`config.mk`:
```
export PLATFORM = sky130hd
export DESIGN_NAME = vdsb_status_bank
export DESIGN_NICKNAME = d
export VERILOG_FILES = /design/src/inc/vdsb_pkg.sv /design/src/rtl/vdsb_status_bank.sv
export VERILOG_INCLUDE_DIRS = /design/src /design/src/inc
export SDC_FILE = /design/constraint.sdc
export NUM_CORES = 1
export LEC_CHECK = 0
export BUFFER_PORTS_ARGS = -buffer_cell sky130_fd_sc_hd__clkbuf_2
export CAP_MARGIN = 25
export CORE_MARGIN = 2
export CORE_UTILIZATION = 46
export CTS_CLUSTER_SIZE = 16
export DETAILED_ROUTE_END_ITERATION = 7
export PLACE_DENSITY = 0.78
export SLEW_MARGIN = 25
export SYNTH_ARGS = -nofsm -noshare
export SYNTH_HDL_FRONTEND = slang
export SYNTH_SLANG_ARGS = --single-unit
```
`constraint.sdc`:
```
create_clock -name aclk -period 2.1 [get_ports aclk]
set_input_delay 0.21 -clock aclk [delete_from_list [all_inputs] [get_ports aclk]]
set_output_delay 0.21 -clock aclk [all_outputs]
set_load 0.01 [all_outputs]
```
`src/inc/vdsb_params.svh`:
```
// Purpose: Offsets, field positions and reset values of the status bank
// Assumes: Included by the design file and the bench
// Notes: Printed offsets are not all multiples of four, so each is kept
//        as a register index; the byte address is four times the index
`ifndef VDSB_PARAMS_SVH
`define VDSB_PARAMS_SVH

// ==========================================================================
// Register indexes; interrupt registers sit above the reserved map so
// every index up to 0xff stays read-only
`define VDSB_IDX_RANGE 10'h043
`define VDSB_IDX_BURST 10'h044
`define VDSB_IDX_REF 10'h045
`define VDSB_IDX_PART 10'h046
`define VDSB_IDX_REV 10'h047
`define VDSB_IDX_RSVA 10'h048
`define VDSB_IDX_COMB 10'h04b
`define VDSB_IDX_RSVB 10'h04c
`define VDSB_IDX_IRQ_STAT 10'h100
`define VDSB_IDX_IRQ_MASK 10'h101

// ==========================================================================
// Field positions
`define VDSB_BIT_COLOUR 7
`define VDSB_BIT_PHASE_SUPPRESS 7
`define VDSB_LSB_COMB 5

// ==========================================================================
// Reset values and identity codes (arbitrary neutral values)
`define VDSB_FAMILY_CODE 8'h5a
`define VDSB_SILICON_REV 8'h01
`define VDSB_RST_BYTE 8'h00
`define VDSB_RST_MASK 8'h00

// ==========================================================================
// Bus answer codes
`define VDSB_RESP_OKAY 2'b00
`define VDSB_RESP_SLVERR 2'b10

`endif

```
`src/inc/vdsb_pkg.sv`:
```
// Purpose: Types shared by the status bank
// Assumes: Parameters header on the include path
// Notes: Constants live in the header, types here
package vdsb_pkg;

   // ========================================================================
   // Live decoder state entering the bank
   typedef struct packed {
      logic [5:0] range_flags;    // Luma, blue, red: over then under
      logic colour_present_flag;
      logic [6:0] subcarrier_error;
      logic line_strobe;          // One pulse per video line
      logic [7:0] decoder_reference;
      logic phase_suppress;
      logic [1:0] comb_mode_state;
      logic [4:0] adapt_table_out;
   } vdsb_status_t;

   // Comb mode codes
   typedef enum logic [1:0] {
      VDSB_COMB_FULL3 = 2'b00,
      VDSB_COMB_LOW3 = 2'b01,
      VDSB_COMB_UP3 = 2'b10,
      VDSB_COMB_TWO = 2'b11
   } vdsb_comb_t;

   // Read channel states
   typedef enum logic [0:0] {
      VDSB_RD_IDLE = 1'b0,
      VDSB_RD_RESP = 1'b1
   } vdsb_rd_state_t;

endpackage

```
`src/rtl/vdsb_status_bank.sv`:
```
// Purpose: Status register bank of a composite video decoder, read-only except the interrupt status and mask
// Assumes: Status inputs come from decoder logic on aclk
// Notes: AXI4-Lite slave; byte address is four times the register index
//
// Behaviour
// [RULE_01] Luma channel over bit 7, under bit 6
// [RULE_02] Blue channel over bit 5, under bit 4
// [RULE_03] Red channel over bit 3, under 2; 1-0 reserved
// [RULE_04] Colour flag high while burst is detected
// [RULE_05] Top seven phase error bits, once per line
// [RULE_06] Reference register shows full 8-bit signal
// [RULE_07] Part register returns fixed family code
// [RULE_08] Revision register returns silicon revision
// [RULE_09] Phase kill bit after comb failure
// [RULE_10] Comb mode encoded in bits 6-5
// [RULE_11] Adaptive table output in bits 4-0
// [RULE_12] Reserved locations read with no content
// [RULE_13] Separate, demodulate, then scale or convert
// [RULE_14] Simple mode uses notch and bandpass filters
// [RULE_15] Reads never disturb live decoder state
//
// Register access over AXI4-Lite is this design's own decision.
`timescale 1ns/1ps
`default_nettype none
`include "vdsb_params.svh"

module vdsb_status_bank
   import vdsb_pkg::*;
#(
   parameter logic [7:0] FAMILY_CODE = `VDSB_FAMILY_CODE, // Arbitrary value
   parameter logic [7:0] SILICON_REV = `VDSB_SILICON_REV, // Arbitrary value
   parameter int ADDR_W = 12
)
(
   // Clock and reset
   input wire logic aclk,
   input wire logic aresetn,
   // Live decoder state
   input wire vdsb_status_t dec_status,
   // AXI4-Lite write address and data
   input wire logic awvalid,
   output logic awready,
   input wire logic [ADDR_W-1:0] awaddr,
   input wire logic [2:0] awprot,
   input wire logic wvalid,
   output logic wready,
   input wire logic [31:0] wdata,
   input wire logic [3:0] wstrb,
   // AXI4-Lite write response
   output logic bvalid,
   input wire logic bready,
   output logic [1:0] bresp,
   // AXI4-Lite read
   input wire logic arvalid,
   output logic arready,
   input wire logic [ADDR_W-1:0] araddr,
   input wire logic [2:0] arprot,
   output logic rvalid,
   input wire logic rready,
   output logic [31:0] rdata,
   output logic [1:0] rresp,
   // Interrupt
   output logic irq
);

   // =======================================================================
   // Elaboration check
   if (ADDR_W < 12)
   begin : g_bad_width
      $error("ADDR_W must reach index 0x101");
   end

   // =======================================================================
   // Live captures
   logic [7:0] range_byte;
   logic [7:0] burst_byte;
   logic [7:0] ref_byte;
   logic [7:0] comb_byte;
   logic [6:0] err_hold;
   logic [7:0] irq_stat;
   logic [7:0] irq_mask;
   logic [7:0] next_stat_set;

   // Range flags sampled each clock, reserved bits forced low
   always_ff @(posedge aclk)
   begin
      if (!aresetn)
         range_byte <= `VDSB_RST_BYTE;
      else
         range_byte <= {dec_status.range_flags, 2'b00}; // RULE_01 RULE_02 RULE_03
   end

   // Phase error held between line strobes so a read sees one line's value
   always_ff @(posedge aclk)
   begin
      if (!aresetn)
         err_hold <= 7'h00;
      else if (dec_status.line_strobe)
         err_hold <= dec_status.subcarrier_error; // RULE_05
   end

   // Burst byte: colour flag is live, error follows the line hold
   always_ff @(posedge aclk)
   begin
      if (!aresetn)
         burst_byte <= `VDSB_RST_BYTE;
      else
         burst_byte <= {dec_status.colour_present_flag, err_hold}; // RULE_04
   end

   // Reference signal passes whole
   always_ff @(posedge aclk)
   begin
      if (!aresetn)
         ref_byte <= `VDSB_RST_BYTE;
      else
         ref_byte <= dec_status.decoder_reference; // RULE_06
   end

   // Comb adaptation status; upstream pipeline orders separation first,
   // so these fields already reflect the separation stage state
   always_ff @(posedge aclk)
   begin
      if (!aresetn)
         comb_byte <= `VDSB_RST_BYTE;
      else
         comb_byte <= {dec_status.phase_suppress, // RULE_09
                       dec_status.comb_mode_state, // RULE_10
                       dec_status.adapt_table_out}; // RULE_11 RULE_13 RULE_14
   end

   // =======================================================================
   // Interrupt events: each range flag, loss of colour, phase kill
   always_comb
   begin
      next_stat_set = {dec_status.range_flags,
                       ~dec_status.colour_present_flag,
                       dec_status.phase_suppress};
   end

   // =======================================================================
   // Write channel: both halves taken together, one write at a time
   logic wr_offer;
   logic wr_go;
   logic [9:0] wr_idx;
   logic wr_hit_stat;
   logic wr_hit_mask;

   always_comb
   begin
      wr_offer = awvalid && wvalid && !awready && !bvalid;
      wr_go = awvalid && wvalid && awready && wready;
      wr_idx = awaddr[11:2];
      wr_hit_stat = wr_go && wstrb[0] && (wr_idx == `VDSB_IDX_IRQ_STAT);
      wr_hit_mask = wr_go && wstrb[0] && (wr_idx == `VDSB_IDX_IRQ_MASK);
   end

   // Ready pulses a cycle after both valids; the response only follows
   // the handshake, so it never runs ahead of it, and stands until bready
   always_ff @(posedge aclk)
   begin
      if (!aresetn)
      begin
         awready <= 1'b0;
         wready <= 1'b0;
         bvalid <= 1'b0;
         bresp <= `VDSB_RESP_OKAY;
      end
      else
      begin
         awready <= wr_offer;
         wready <= wr_offer;
         if (wr_go)
         begin
            bvalid <= 1'b1;
            bresp <= (wr_idx == `VDSB_IDX_IRQ_STAT ||
                      wr_idx == `VDSB_IDX_IRQ_MASK) ?
                     `VDSB_RESP_OKAY : `VDSB_RESP_SLVERR;
         end
         else if (bvalid && bready)
            bvalid <= 1'b0;
      end
   end

   // Sticky status: a new event wins over a clear in the same cycle
   always_ff @(posedge aclk)
   begin
      if (!aresetn)
         irq_stat <= `VDSB_RST_BYTE;
      else if (wr_hit_stat)
         irq_stat <= (irq_stat & ~wdata[7:0]) | next_stat_set;
      else
         irq_stat <= irq_stat | next_stat_set;
   end

   // Mask register
   always_ff @(posedge aclk)
   begin
      if (!aresetn)
         irq_mask <= `VDSB_RST_MASK;
      else if (wr_hit_mask)
         irq_mask <= wdata[7:0];
   end

   // Interrupt level straight from a flip-flop
   always_ff @(posedge aclk)
   begin
      if (!aresetn)
         irq <= 1'b0;
      else
         irq <= |(irq_stat & irq_mask);
   end

   // =======================================================================
   // Read channel
   vdsb_rd_state_t rd_state;
   logic [9:0] rd_idx;
   logic [7:0] rd_byte;

   // Decode is pure selection; nothing is cleared by a read
   always_comb
   begin
      rd_idx = araddr[11:2];
      rd_byte = 8'h00; // RULE_12
      case (rd_idx)
         `VDSB_IDX_RANGE: rd_byte = range_byte;
         `VDSB_IDX_BURST: rd_byte = burst_byte;
         `VDSB_IDX_REF: rd_byte = ref_byte;
         `VDSB_IDX_PART: rd_byte = FAMILY_CODE; // RULE_07
         `VDSB_IDX_REV: rd_byte = SILICON_REV; // RULE_08
         `VDSB_IDX_COMB: rd_byte = comb_byte;
         `VDSB_IDX_IRQ_STAT: rd_byte = irq_stat;
         `VDSB_IDX_IRQ_MASK: rd_byte = irq_mask;
         default: rd_byte = 8'h00;
      endcase
   end

   // Ready offered a cycle after arvalid; data answered after the
   // handshake and held until rready
   always_ff @(posedge aclk)
   begin
      if (!aresetn)
      begin
         rd_state <= VDSB_RD_IDLE;
         arready <= 1'b0;
         rvalid <= 1'b0;
         rdata <= 32'h0000_0000;
         rresp <= `VDSB_RESP_OKAY;
      end
      else
      begin
         arready <= 1'b0;
         case (rd_state)
            VDSB_RD_IDLE:
            begin
               if (arvalid && arready)
               begin
                  rvalid <= 1'b1;
                  rdata <= {24'h000000, rd_byte}; // RULE_15
                  rresp <= `VDSB_RESP_OKAY;
                  rd_state <= VDSB_RD_RESP;
               end
               else if (arvalid)
                  arready <= 1'b1;
            end
            VDSB_RD_RESP:
            begin
               if (rready)
               begin
                  rvalid <= 1'b0;
                  rd_state <= VDSB_RD_IDLE;
               end
            end
            default: rd_state <= VDSB_RD_IDLE;
         endcase
      end
   end

   // =======================================================================
   // Assertions
   property p_range_map;
      @(posedge aclk) disable iff (!aresetn)
      1'b1 |=> range_byte == {$past(dec_status.range_flags), 2'b00};
   endproperty
   a_range_map: assert property (p_range_map) // RULE_01
      else $error("range flags misplaced");

   property p_reserved_low;
      @(posedge aclk) disable iff (!aresetn)
      range_byte[1:0] == 2'b00;
   endproperty
   a_reserved_low: assert property (p_reserved_low) // RULE_03
      else $error("reserved range bits set");

   property p_err_line;
      @(posedge aclk) disable iff (!aresetn)
      !dec_status.line_strobe |=> $stable(err_hold);
   endproperty
   a_err_line: assert property (p_err_line) // RULE_05
      else $error("phase error moved without line strobe");

   property p_err_take;
      @(posedge aclk) disable iff (!aresetn)
      dec_status.line_strobe |=> err_hold == $past(dec_status.subcarrier_error);
   endproperty
   a_err_take: assert property (p_err_take) // RULE_05
      else $error("phase error not taken at line strobe");

   property p_colour;
      @(posedge aclk) disable iff (!aresetn)
      1'b1 |=> burst_byte[`VDSB_BIT_COLOUR] ==
         $past(dec_status.colour_present_flag);
   endproperty
   a_colour: assert property (p_colour) // RULE_04
      else $error("colour flag not shown");

   property p_ref;
      @(posedge aclk) disable iff (!aresetn)
      1'b1 |=> ref_byte == $past(dec_status.decoder_reference);
   endproperty
   a_ref: assert property (p_ref) // RULE_06
      else $error("reference byte wrong");

   property p_part;
      @(posedge aclk) disable iff (!aresetn)
      arvalid && arready && rd_state == VDSB_RD_IDLE &&
      rd_idx == `VDSB_IDX_PART |=> rdata[7:0] == FAMILY_CODE;
   endproperty
   a_part: assert property (p_part) // RULE_07
      else $error("family code wrong");

   property p_rev;
      @(posedge aclk) disable iff (!aresetn)
      arvalid && arready && rd_state == VDSB_RD_IDLE &&
      rd_idx == `VDSB_IDX_REV |=> rdata[7:0] == SILICON_REV;
   endproperty
   a_rev: assert property (p_rev) // RULE_08
      else $error("silicon revision wrong");

   property p_comb;
      @(posedge aclk) disable iff (!aresetn)
      1'b1 |=> comb_byte[`VDSB_BIT_PHASE_SUPPRESS] == $past(dec_status.phase_suppress)
         && comb_byte[6:5] == $past(dec_status.comb_mode_state)
         && comb_byte[4:0] == $past(dec_status.adapt_table_out);
   endproperty
   a_comb: assert property (p_comb) // RULE_10
      else $error("comb byte wrong");

   property p_rsvd;
      @(posedge aclk) disable iff (!aresetn)
      arvalid && arready && rd_state == VDSB_RD_IDLE &&
      rd_idx == `VDSB_IDX_RSVA |=> rdata == 32'h0000_0000;
   endproperty
   a_rsvd: assert property (p_rsvd) // RULE_12
      else $error("reserved read not zero");

   property p_rvalid_hold;
      @(posedge aclk) disable iff (!aresetn)
      rvalid && !rready |=> rvalid && $stable(rdata);
   endproperty
   a_rvalid_hold: assert property (p_rvalid_hold) // RULE_15
      else $error("read answer dropped");

   // Event bits: a new event must land even when a clear arrives with it
   property p_range_event;
      @(posedge aclk) disable iff (!aresetn)
      dec_status.range_flags != 6'h00 |=>
         (irq_stat[7:2] & $past(dec_status.range_flags)) ==
         $past(dec_status.range_flags);
   endproperty
   a_range_event: assert property (p_range_event) // RULE_01
      else $error("range event not latched");

   property p_colour_loss;
      @(posedge aclk) disable iff (!aresetn)
      !dec_status.colour_present_flag |=> irq_stat[1];
   endproperty
   a_colour_loss: assert property (p_colour_loss) // RULE_04
      else $error("colour loss event not latched");

   property p_phase_suppress_event;
      @(posedge aclk) disable iff (!aresetn)
      dec_status.phase_suppress |=> irq_stat[0];
   endproperty
   a_phase_suppress_event: assert property (p_phase_suppress_event) // RULE_09
      else $error("phase kill event not latched");

endmodule // vdsb_status_bank

`default_nettype wire

```
# Word level (Yosys, flattened, before mapping)
# Cells that the tools add are included.
# classes
addsub,0
n_mul,0
div_mod_pow,0
order_cmp,0
eq_ne,12
shifts,0
muxes,12
n_bitwise,8
reduce_logical,18
# op_table
operator,n
case mux 8 bit (8 select lines),1
"equality test 10 x 7 -> 1 bit, second input constant",6
"equality test 10 x 9 -> 1 bit, second input constant",4
bitwise AND 8 bit,2
OR 8 bit,2
logical AND 1 bit,10
two-way mux 8 bit,1
inverter 8 bit,1
OR reduction 8 bit,1
two-way mux 1 bit,7
"!= test 2 bit, second input constant",2
case mux 1 bit (2 select lines),2
AND reduction 2 bit,2
inverter 1 bit,3
OR reduction 3 bit,1
logical NOT 1 bit,2
two-way mux 2 bit,1
nonzero test 2 bit,1
logical OR 1 bit,1
# word_totals
register_bits,71
latch_bits,0
ramBits,0
romBits,0
inputBits,104
out_inout_bits,42
word_cells,66
mem_count,0

# Logic depth before layout (Yosys ltp)
# Gate-level depths: netlist (run 1).
# logic_depth
word_depth,6
depth_mapped,6

# Worst setup path before layout (run 1)
# OpenSTA, ideal clock, no wires.
# synth_path
path_kind,input port to flip-flop
start,input port awaddr[3]
end,register irq_stat[0]
setup_ps,121
arrival_ps,1478
required_time_ps,1979
slack_ps,500
path_stages,5
path_cell_list,or4_4 > nor4_4 > and3b_1 > buf_6 > a31oi_1
# synth_between
elab_chain_cells,3
# synth_rtl
item,line_no,rtl
start: declaration,vdsb_status_bank.sv:43,"input wire logic [ADDR_W-1:0] awaddr,"
equality test 10 x 9 -> 1 bit (no line),n/a,
logical AND 1 bit,vdsb_status_bank.sv:154,wr_hit_stat = wr_go && wstrb[0] && (wr_idx == `VDSB_IDX_IRQ_STAT);
two-way mux 8 bit,vdsb_status_bank.sv:190,else if (wr_hit_stat)
end signal: assignment,vdsb_status_bank.sv:189,irq_stat <= `VDSB_RST_BYTE;
end signal: assignment,vdsb_status_bank.sv:191,irq_stat <= (irq_stat & ~wdata[7:0]) | next_stat_set;
end signal: assignment,vdsb_status_bank.sv:193,irq_stat <= irq_stat | next_stat_set;
end: declaration,vdsb_status_bank.sv:80,logic [7:0] irq_stat;
# Every way passes these cells.
# A chain may end at the register's enable or synchronous reset.

# Worst setup path after layout (run 1)
# layout_path
start,register wready
end,register irq_stat[4]
# layout_between
elab_chain_cells,5
# layout_rtl
item,line_no,rtl
start: declaration,vdsb_status_bank.sv:46,"output logic wready,"
start signal: assignment,vdsb_status_bank.sv:172,wready <= wr_offer;
logical AND 1 bit,n/a,
logical AND 1 bit (*),vdsb_status_bank.sv:152,wr_go = awvalid && wvalid && awready && wready;
logical AND 1 bit (*) (2 in series),vdsb_status_bank.sv:154,
two-way mux 8 bit (*),vdsb_status_bank.sv:190,
# Mark *: on every way between the ends. The rest lies on a longest branch, timed or not.

==> reports/metrics.yaml, run 1 <==
status: "complete, no violations"
cts_tree: "yes"
worstSetupPathType: "register to register"
cts_buffer_depth: 2
viasPerCell: 5.21
layout_min_cycle_time_ps: 1480
row_count: 29
gr-total-overflow: 0
period_share_pct: 70.3
min_from: "wdata[5]"
p_leak_nw: 1.71
internal-power_mw: 2.07
critical_path_required_ps: 2310
tightest_slew_ps: 521
io_buffers: 81
p_switching_uw: 638
power_frac_clock_pct: 39.9
rsz0062_at_grt: "false"
synth_seq_cells: 68
cp-end-kind: "register"
drive_above_1_share_pct: 29.8
clk_pin_slew_ps: 70
yosys_most_used_dff: "dfxtp_1"
die-height_microns: 85.4
swShare_pct: 23.6
synth_edf_count: 0
die_area_sq_mm: 0.00728
final_nets: 512
pwr-share-comb_pct: 9.8
die-width_microns: 85.4
layout_commonest_cell: "clkbuf_2"
grtUsageTotal_pct: 18.8
setup_violations: 0
grt_pass1_vias: 2353
num_io_pins: 146
cts_max_level: 3
cts_setup_buffers: 0
wl_microns: 6650
p_per_area_mw_per_mm2: 743
syn_area_per_cell_sq_um: 9.42
yosysWarnings: 0
grt_pass1_wl_microns: 10700
instances_no_fill: 490
initial_core_util_pct: 47.7
hp-class: "input pin to register"
syn_inst: 323
synth_area_sq_mm: 0.00304
crit_fanout: 8
n_antenna_cell: 0
cts_hold_buf: 0
synth-seq-area-share_pct: 44.7
antenna_found_initial: 0
grt_start_max_net_pins: 24
skew_ps: 5.45
crit-reg2reg-launch: "wready$_SDFF_PN0_"
clk_latency_ps: 340
ir_worst_vdd_mv: 0.487
gp_congestion: 0.915
cts_buffers: 9
cap_violations: 0
critical_path_arrival_ps: 1690
multi_input_area_sq_mm: 0.00147
hold_viol_final: 0
drc_errors: 0
regArea_sq_mm: 0.00136
seqPwrFrac_pct: 50.4
ant_nets: 0
drtIter0Drc: 108
dpl.cell_count: 474
final_cell_mix: "clkbuf_2 (81), dfxtp_1 (68), nand2_1 (29)"
cp-startpoint: "wready$_SDFF_PN0_"
crit_path_start_kind: "register"
nFillCells: 583
vias: 2551
fin_setup_tns_ps: 0
cts_sinks: 68
async_flop_share_pct: 0
ctsResizeCount: 0
root_buffer: "clkbuf_8"
core_sq_mm: 0.00639
routedWlPerCell_microns: 13.6
dr.pass1.iters: 4
fmax_ghz: 0.678
max_slew_margin_pct: 64.7
synth.distinct_cells: 56
syn_to_final_growth_pct: 19.7
dp_hpwl_microns: 5100
maxSlewViolCount: 0
path summary, 6_finish.rpt:
| kind | endpoint | slack (ps) | cells after the start |
|---|---|---|---|
| worst max-delay path | irq_stat[4]$_SDFF_PN0_ | 620 | 4 |
| worst min-delay path | irq_stat[5]$_SDFF_PN0_ | 60 | 2 |
| worst max register to register | irq_stat[4]$_SDFF_PN0_ | 620 | 4 |
| worst min register to register | arready$_SDFF_PP0_ | 450 | 1 |
layout make-up:
cell class	instances	area share, %
Multi-Input combinational cell	228	40.2
Sequential cell	68	37.3
Timing Repair Buffer	91	13.2
Clock buffer	12	4.26
Tap cell	77	2.64
Clock inverter	4	1.30
Inverter	10	1.03
metrics by stage:
step | area, sq um | worst slack (ps) | utilization [%] | total power [mW] | hold slack, ps
after floorplan | 3140 | 500 | - | 1.58 | 311
after global placement | 3440 | 337 | 53.9 | 1.65 | 411
after detailed placement | 3440 | 297 | 53.9 | 1.66 | 419
after CTS | 3640 | 580 | 57.1 | 2.73 | 48.7
after global routing | 3640 | 504 | 57.1 | 2.81 | 58.1
final | 3640 | 624 | 57.1 | 2.71 | 63.4
layer usage:
metal  wire, microns  up-vias  GRT usage, %
met1            2850     1176          23.0
met2            3220      108          31.1
met5               0        -             0
li1                -     1256             -
met3             479       11          5.35
met4             106        0          8.08
cells in the mapped netlist, types with 3 or more instances:
cell      number  area share [%]
dfxtp_1       68              45
nand2_1       29             3.6
buf_4         28             6.9
and2_1        25             5.1
mux2i_1       22             7.2
nor2_1        20             2.5
clkbuf_1      12             1.5
inv_1         10             1.2
o21ai_0       10             1.6
a31oi_1        9             1.8
mux2_2         8             3.0
nor3_1         7             1.2
nand3_1        5            0.82
nand4_1        5             1.0
a21oi_1        4            0.66
a22oi_1        4            0.99
nand2b_1       4            0.82
nand3b_1       4            0.99
a22o_1         3            0.86
a32oi_1        3            0.86
power by group through the flow:
stage / clock [mW] / sequential [mW] / combinational (mW)
2_1_floorplan: 0 / 1.39 / 0.190
3_3_place_gp: 0 / 1.39 / 0.258
3_5_place_dp: 0 / 1.39 / 0.264
4_1_cts: 1.10 / 1.36 / 0.265
5_1_grt: 1.14 / 1.37 / 0.295
6_report: 1.08 / 1.36 / 0.265
sequential cells by signal (all words and copies together), names as in the netlist, 6 cells and up:
name,cells
rdata,8
irq_mask,8
burst_byte,8
range_byte,6
err_hold,7
comb_byte,8
ref_byte,8
irq_stat,8
critical path, cell delays in order (launching register included):
cell     delay (ps)
dfxtp_1         400
nand3_1         170
nor4_4          250
and3b_1         400
a31oi_1         130
logic make-up after synthesis:
family	share of synthesized area (%)
AO/OA/AOI/OAI	12.2
buffers and inverters	10.3
flip-flops	44.7
multiplexers	10.2
other	0.123
AND/OR/NAND/NOR	22.4
Power figures use the tool's default switching activity.
==> run 2: changes to the inputs <==
--- a/config.mk
+++ b/config.mk
@@ -9,10 +9,10 @@
 export BUFFER_PORTS_ARGS = -buffer_cell sky130_fd_sc_hd__clkbuf_2
 export CAP_MARGIN = 25
 export CORE_MARGIN = 2
-export CORE_UTILIZATION = 46
+export CORE_UTILIZATION = 42
 export CTS_CLUSTER_SIZE = 16
 export DETAILED_ROUTE_END_ITERATION = 7
-export PLACE_DENSITY = 0.78
+export PLACE_DENSITY = 0.75
 export SLEW_MARGIN = 25
 export SYNTH_ARGS = -nofsm -noshare
 export SYNTH_HDL_FRONTEND = slang
==> constraint.sdc (replaced) <==
create_clock -name aclk -period 1.2 [get_ports aclk]
set_input_delay 0.12 -clock aclk [delete_from_list [all_inputs] [get_ports aclk]]
set_output_delay 0.12 -clock aclk [all_outputs]
set_load 0.01 [all_outputs]
==> reports/metrics.yaml, run 2 (synthesis gave the netlist of run 1 again) <==
clk_latency_ps: 340
root_buffer: "clkbuf_8"
period_share_pct: 109
gr-total-overflow: 0
dp_hpwl_microns: 5660
drc_errors: 0
design_area_sq_mm: 0.00427
hold_viol_final: 0
io_buffers: 81
status: "finished with violations"
clk_pin_slew_ps: 70
dpl.cell_count: 528
nFillCells: 645
cts_buffers: 9
hold_ws_ps: 23.2
p_per_area_mw_per_mm2: 1190
viasPerCell: 4.79
cts_tree: "yes"
setup_violations: 22
fin_ws_ps: -108
maxSlewViolCount: 0
p_leak_nw: 1.99
layout_min_cycle_time_ps: 1310
violations: "negative setup slack"
cts_buffer_depth: 2
totalPowerFinal_mw: 5.06
routedWlPerCell_microns: 13.1
drtIter0Drc: 158
core_sq_mm: 0.00714
die_area_sq_mm: 0.00795
dr.pass1.iters: 4
row_count: 31
die-width_microns: 89.1
whs_path_depth: 3
skew_ps: 9.29
rr_worst_depth: 4
worstSetupPathType: "register to register"
instances_no_fill: 569
cap_violations: 0
crit_path_start_kind: "register"
grt_start_max_net_pins: 25
vias: 2727
cts_sinks: 68
ir_worst_vdd_mv: 1.02
num_io_pins: 146
layout_commonest_cell: "clkbuf_2"
drive_above_1_share_pct: 36.4
ant_nets: 0
place_area_sq_mm: 0.00377
final_cell_mix: "clkbuf_2 (81), dfxtp_1 (65), buf_4 (43)"
cp-end-kind: "register"
crit_fanout: 1
fin_util_pct: 59.8
wl_microns: 7480
antenna_found_initial: 0
grt_pass1_wl_microns: 11700
syn_to_final_growth_pct: 40.1
grtUsageTotal_pct: 19.5
cts_max_level: 3
hp-class: "input pin to register"
final_nets: 569
die-height_microns: 89.1
grt_pass1_vias: 2602
gp_congestion: 0.872
fmax_ghz: 0.764
critical_path_arrival_ps: 1550
initial_core_util_pct: 42.7
n_antenna_cell: 0
rsz0062_at_grt: "true"
critical_path_required_ps: 1440
run 2: changes by cell type in the layout (fill, tap and decap cells not counted), sizes merged:
cell         change
dlygate4sd3     +23
buf             +34
bufinv           +1
clkinv           -1
run 2: path summary, 6_finish.rpt:
check / startpoint / endpoint / slack, ps
setup / recovery: ref_byte[0]$_SDFF_PN0_ / rdata[0]$_SDFFE_PN0P_ / -110
hold / removal: dec_status[17] / err_hold[0]$_SDFFE_PN0P_ / 20
setup reg to reg: ref_byte[0]$_SDFF_PN0_ / rdata[0]$_SDFFE_PN0P_ / -110
hold reg to reg: rdata[4]$_SDFFE_PN0P_ / rdata[4]$_SDFFE_PN0P_ / 460
run 2: through the flow:
step / TNS (ps) / setup slack, ps
floorplan: -4560 / -306
detailed placement: -8950 / -471
CTS: -1040 / -102
global route: -2580 / -181
finish: -1000 / -108
global placement: -8310 / -417
run 2: power breakdown:
group	internal [mW]	switching (mW)	total [mW]	leakage (nW)
sequential	2.35	0.0410	2.39	0.561
combinational	0.322	0.301	0.623	1.32
clock	1.22	0.824	2.05	0.107
total	3.90	1.17	5.06	1.99
run 2: layout make-up:
type,count,area (sq um),area share (%)
Clock buffer,12,145,3.40
Clock inverter,4,72.6,1.70
Inverter,10,37.5,0.880
Multi-Input combinational cell,228,1540,36.2
Sequential cell,68,1370,32.0
Tap cell,99,124,2.90
Timing Repair Buffer,148,978,22.9
run 2: metal layers:
| metal | global-route usage [%] | part of all wire, % | vias to the layer above |
|---|---|---|---|
| li1 | - | - | 1371 |
| met1 | 23.6 | 43 | 1247 |
| met2 | 32.6 | 49 | 91 |
| met3 | 5.08 | 6.1 | 18 |
| met4 | 8.55 | 2.2 | 0 |
| met5 | 0 | 0 | - |
run 2: what timing repair did:
action	in CTS	in global routing
cloned	0	0
endpoints found under the hold margin	22	0
hold buffers	23	0
gates resized for setup	7	0
pin swaps	10	5
endpoints found under the setup margin	24	24
setup buffers	2	0
run 2: critical path: stages, from the launching register on:
cell,delay [ps]
dfxtp_1,310
nor4b_1,140
a211o_1,280
a221o_1,300
a22o_1,170
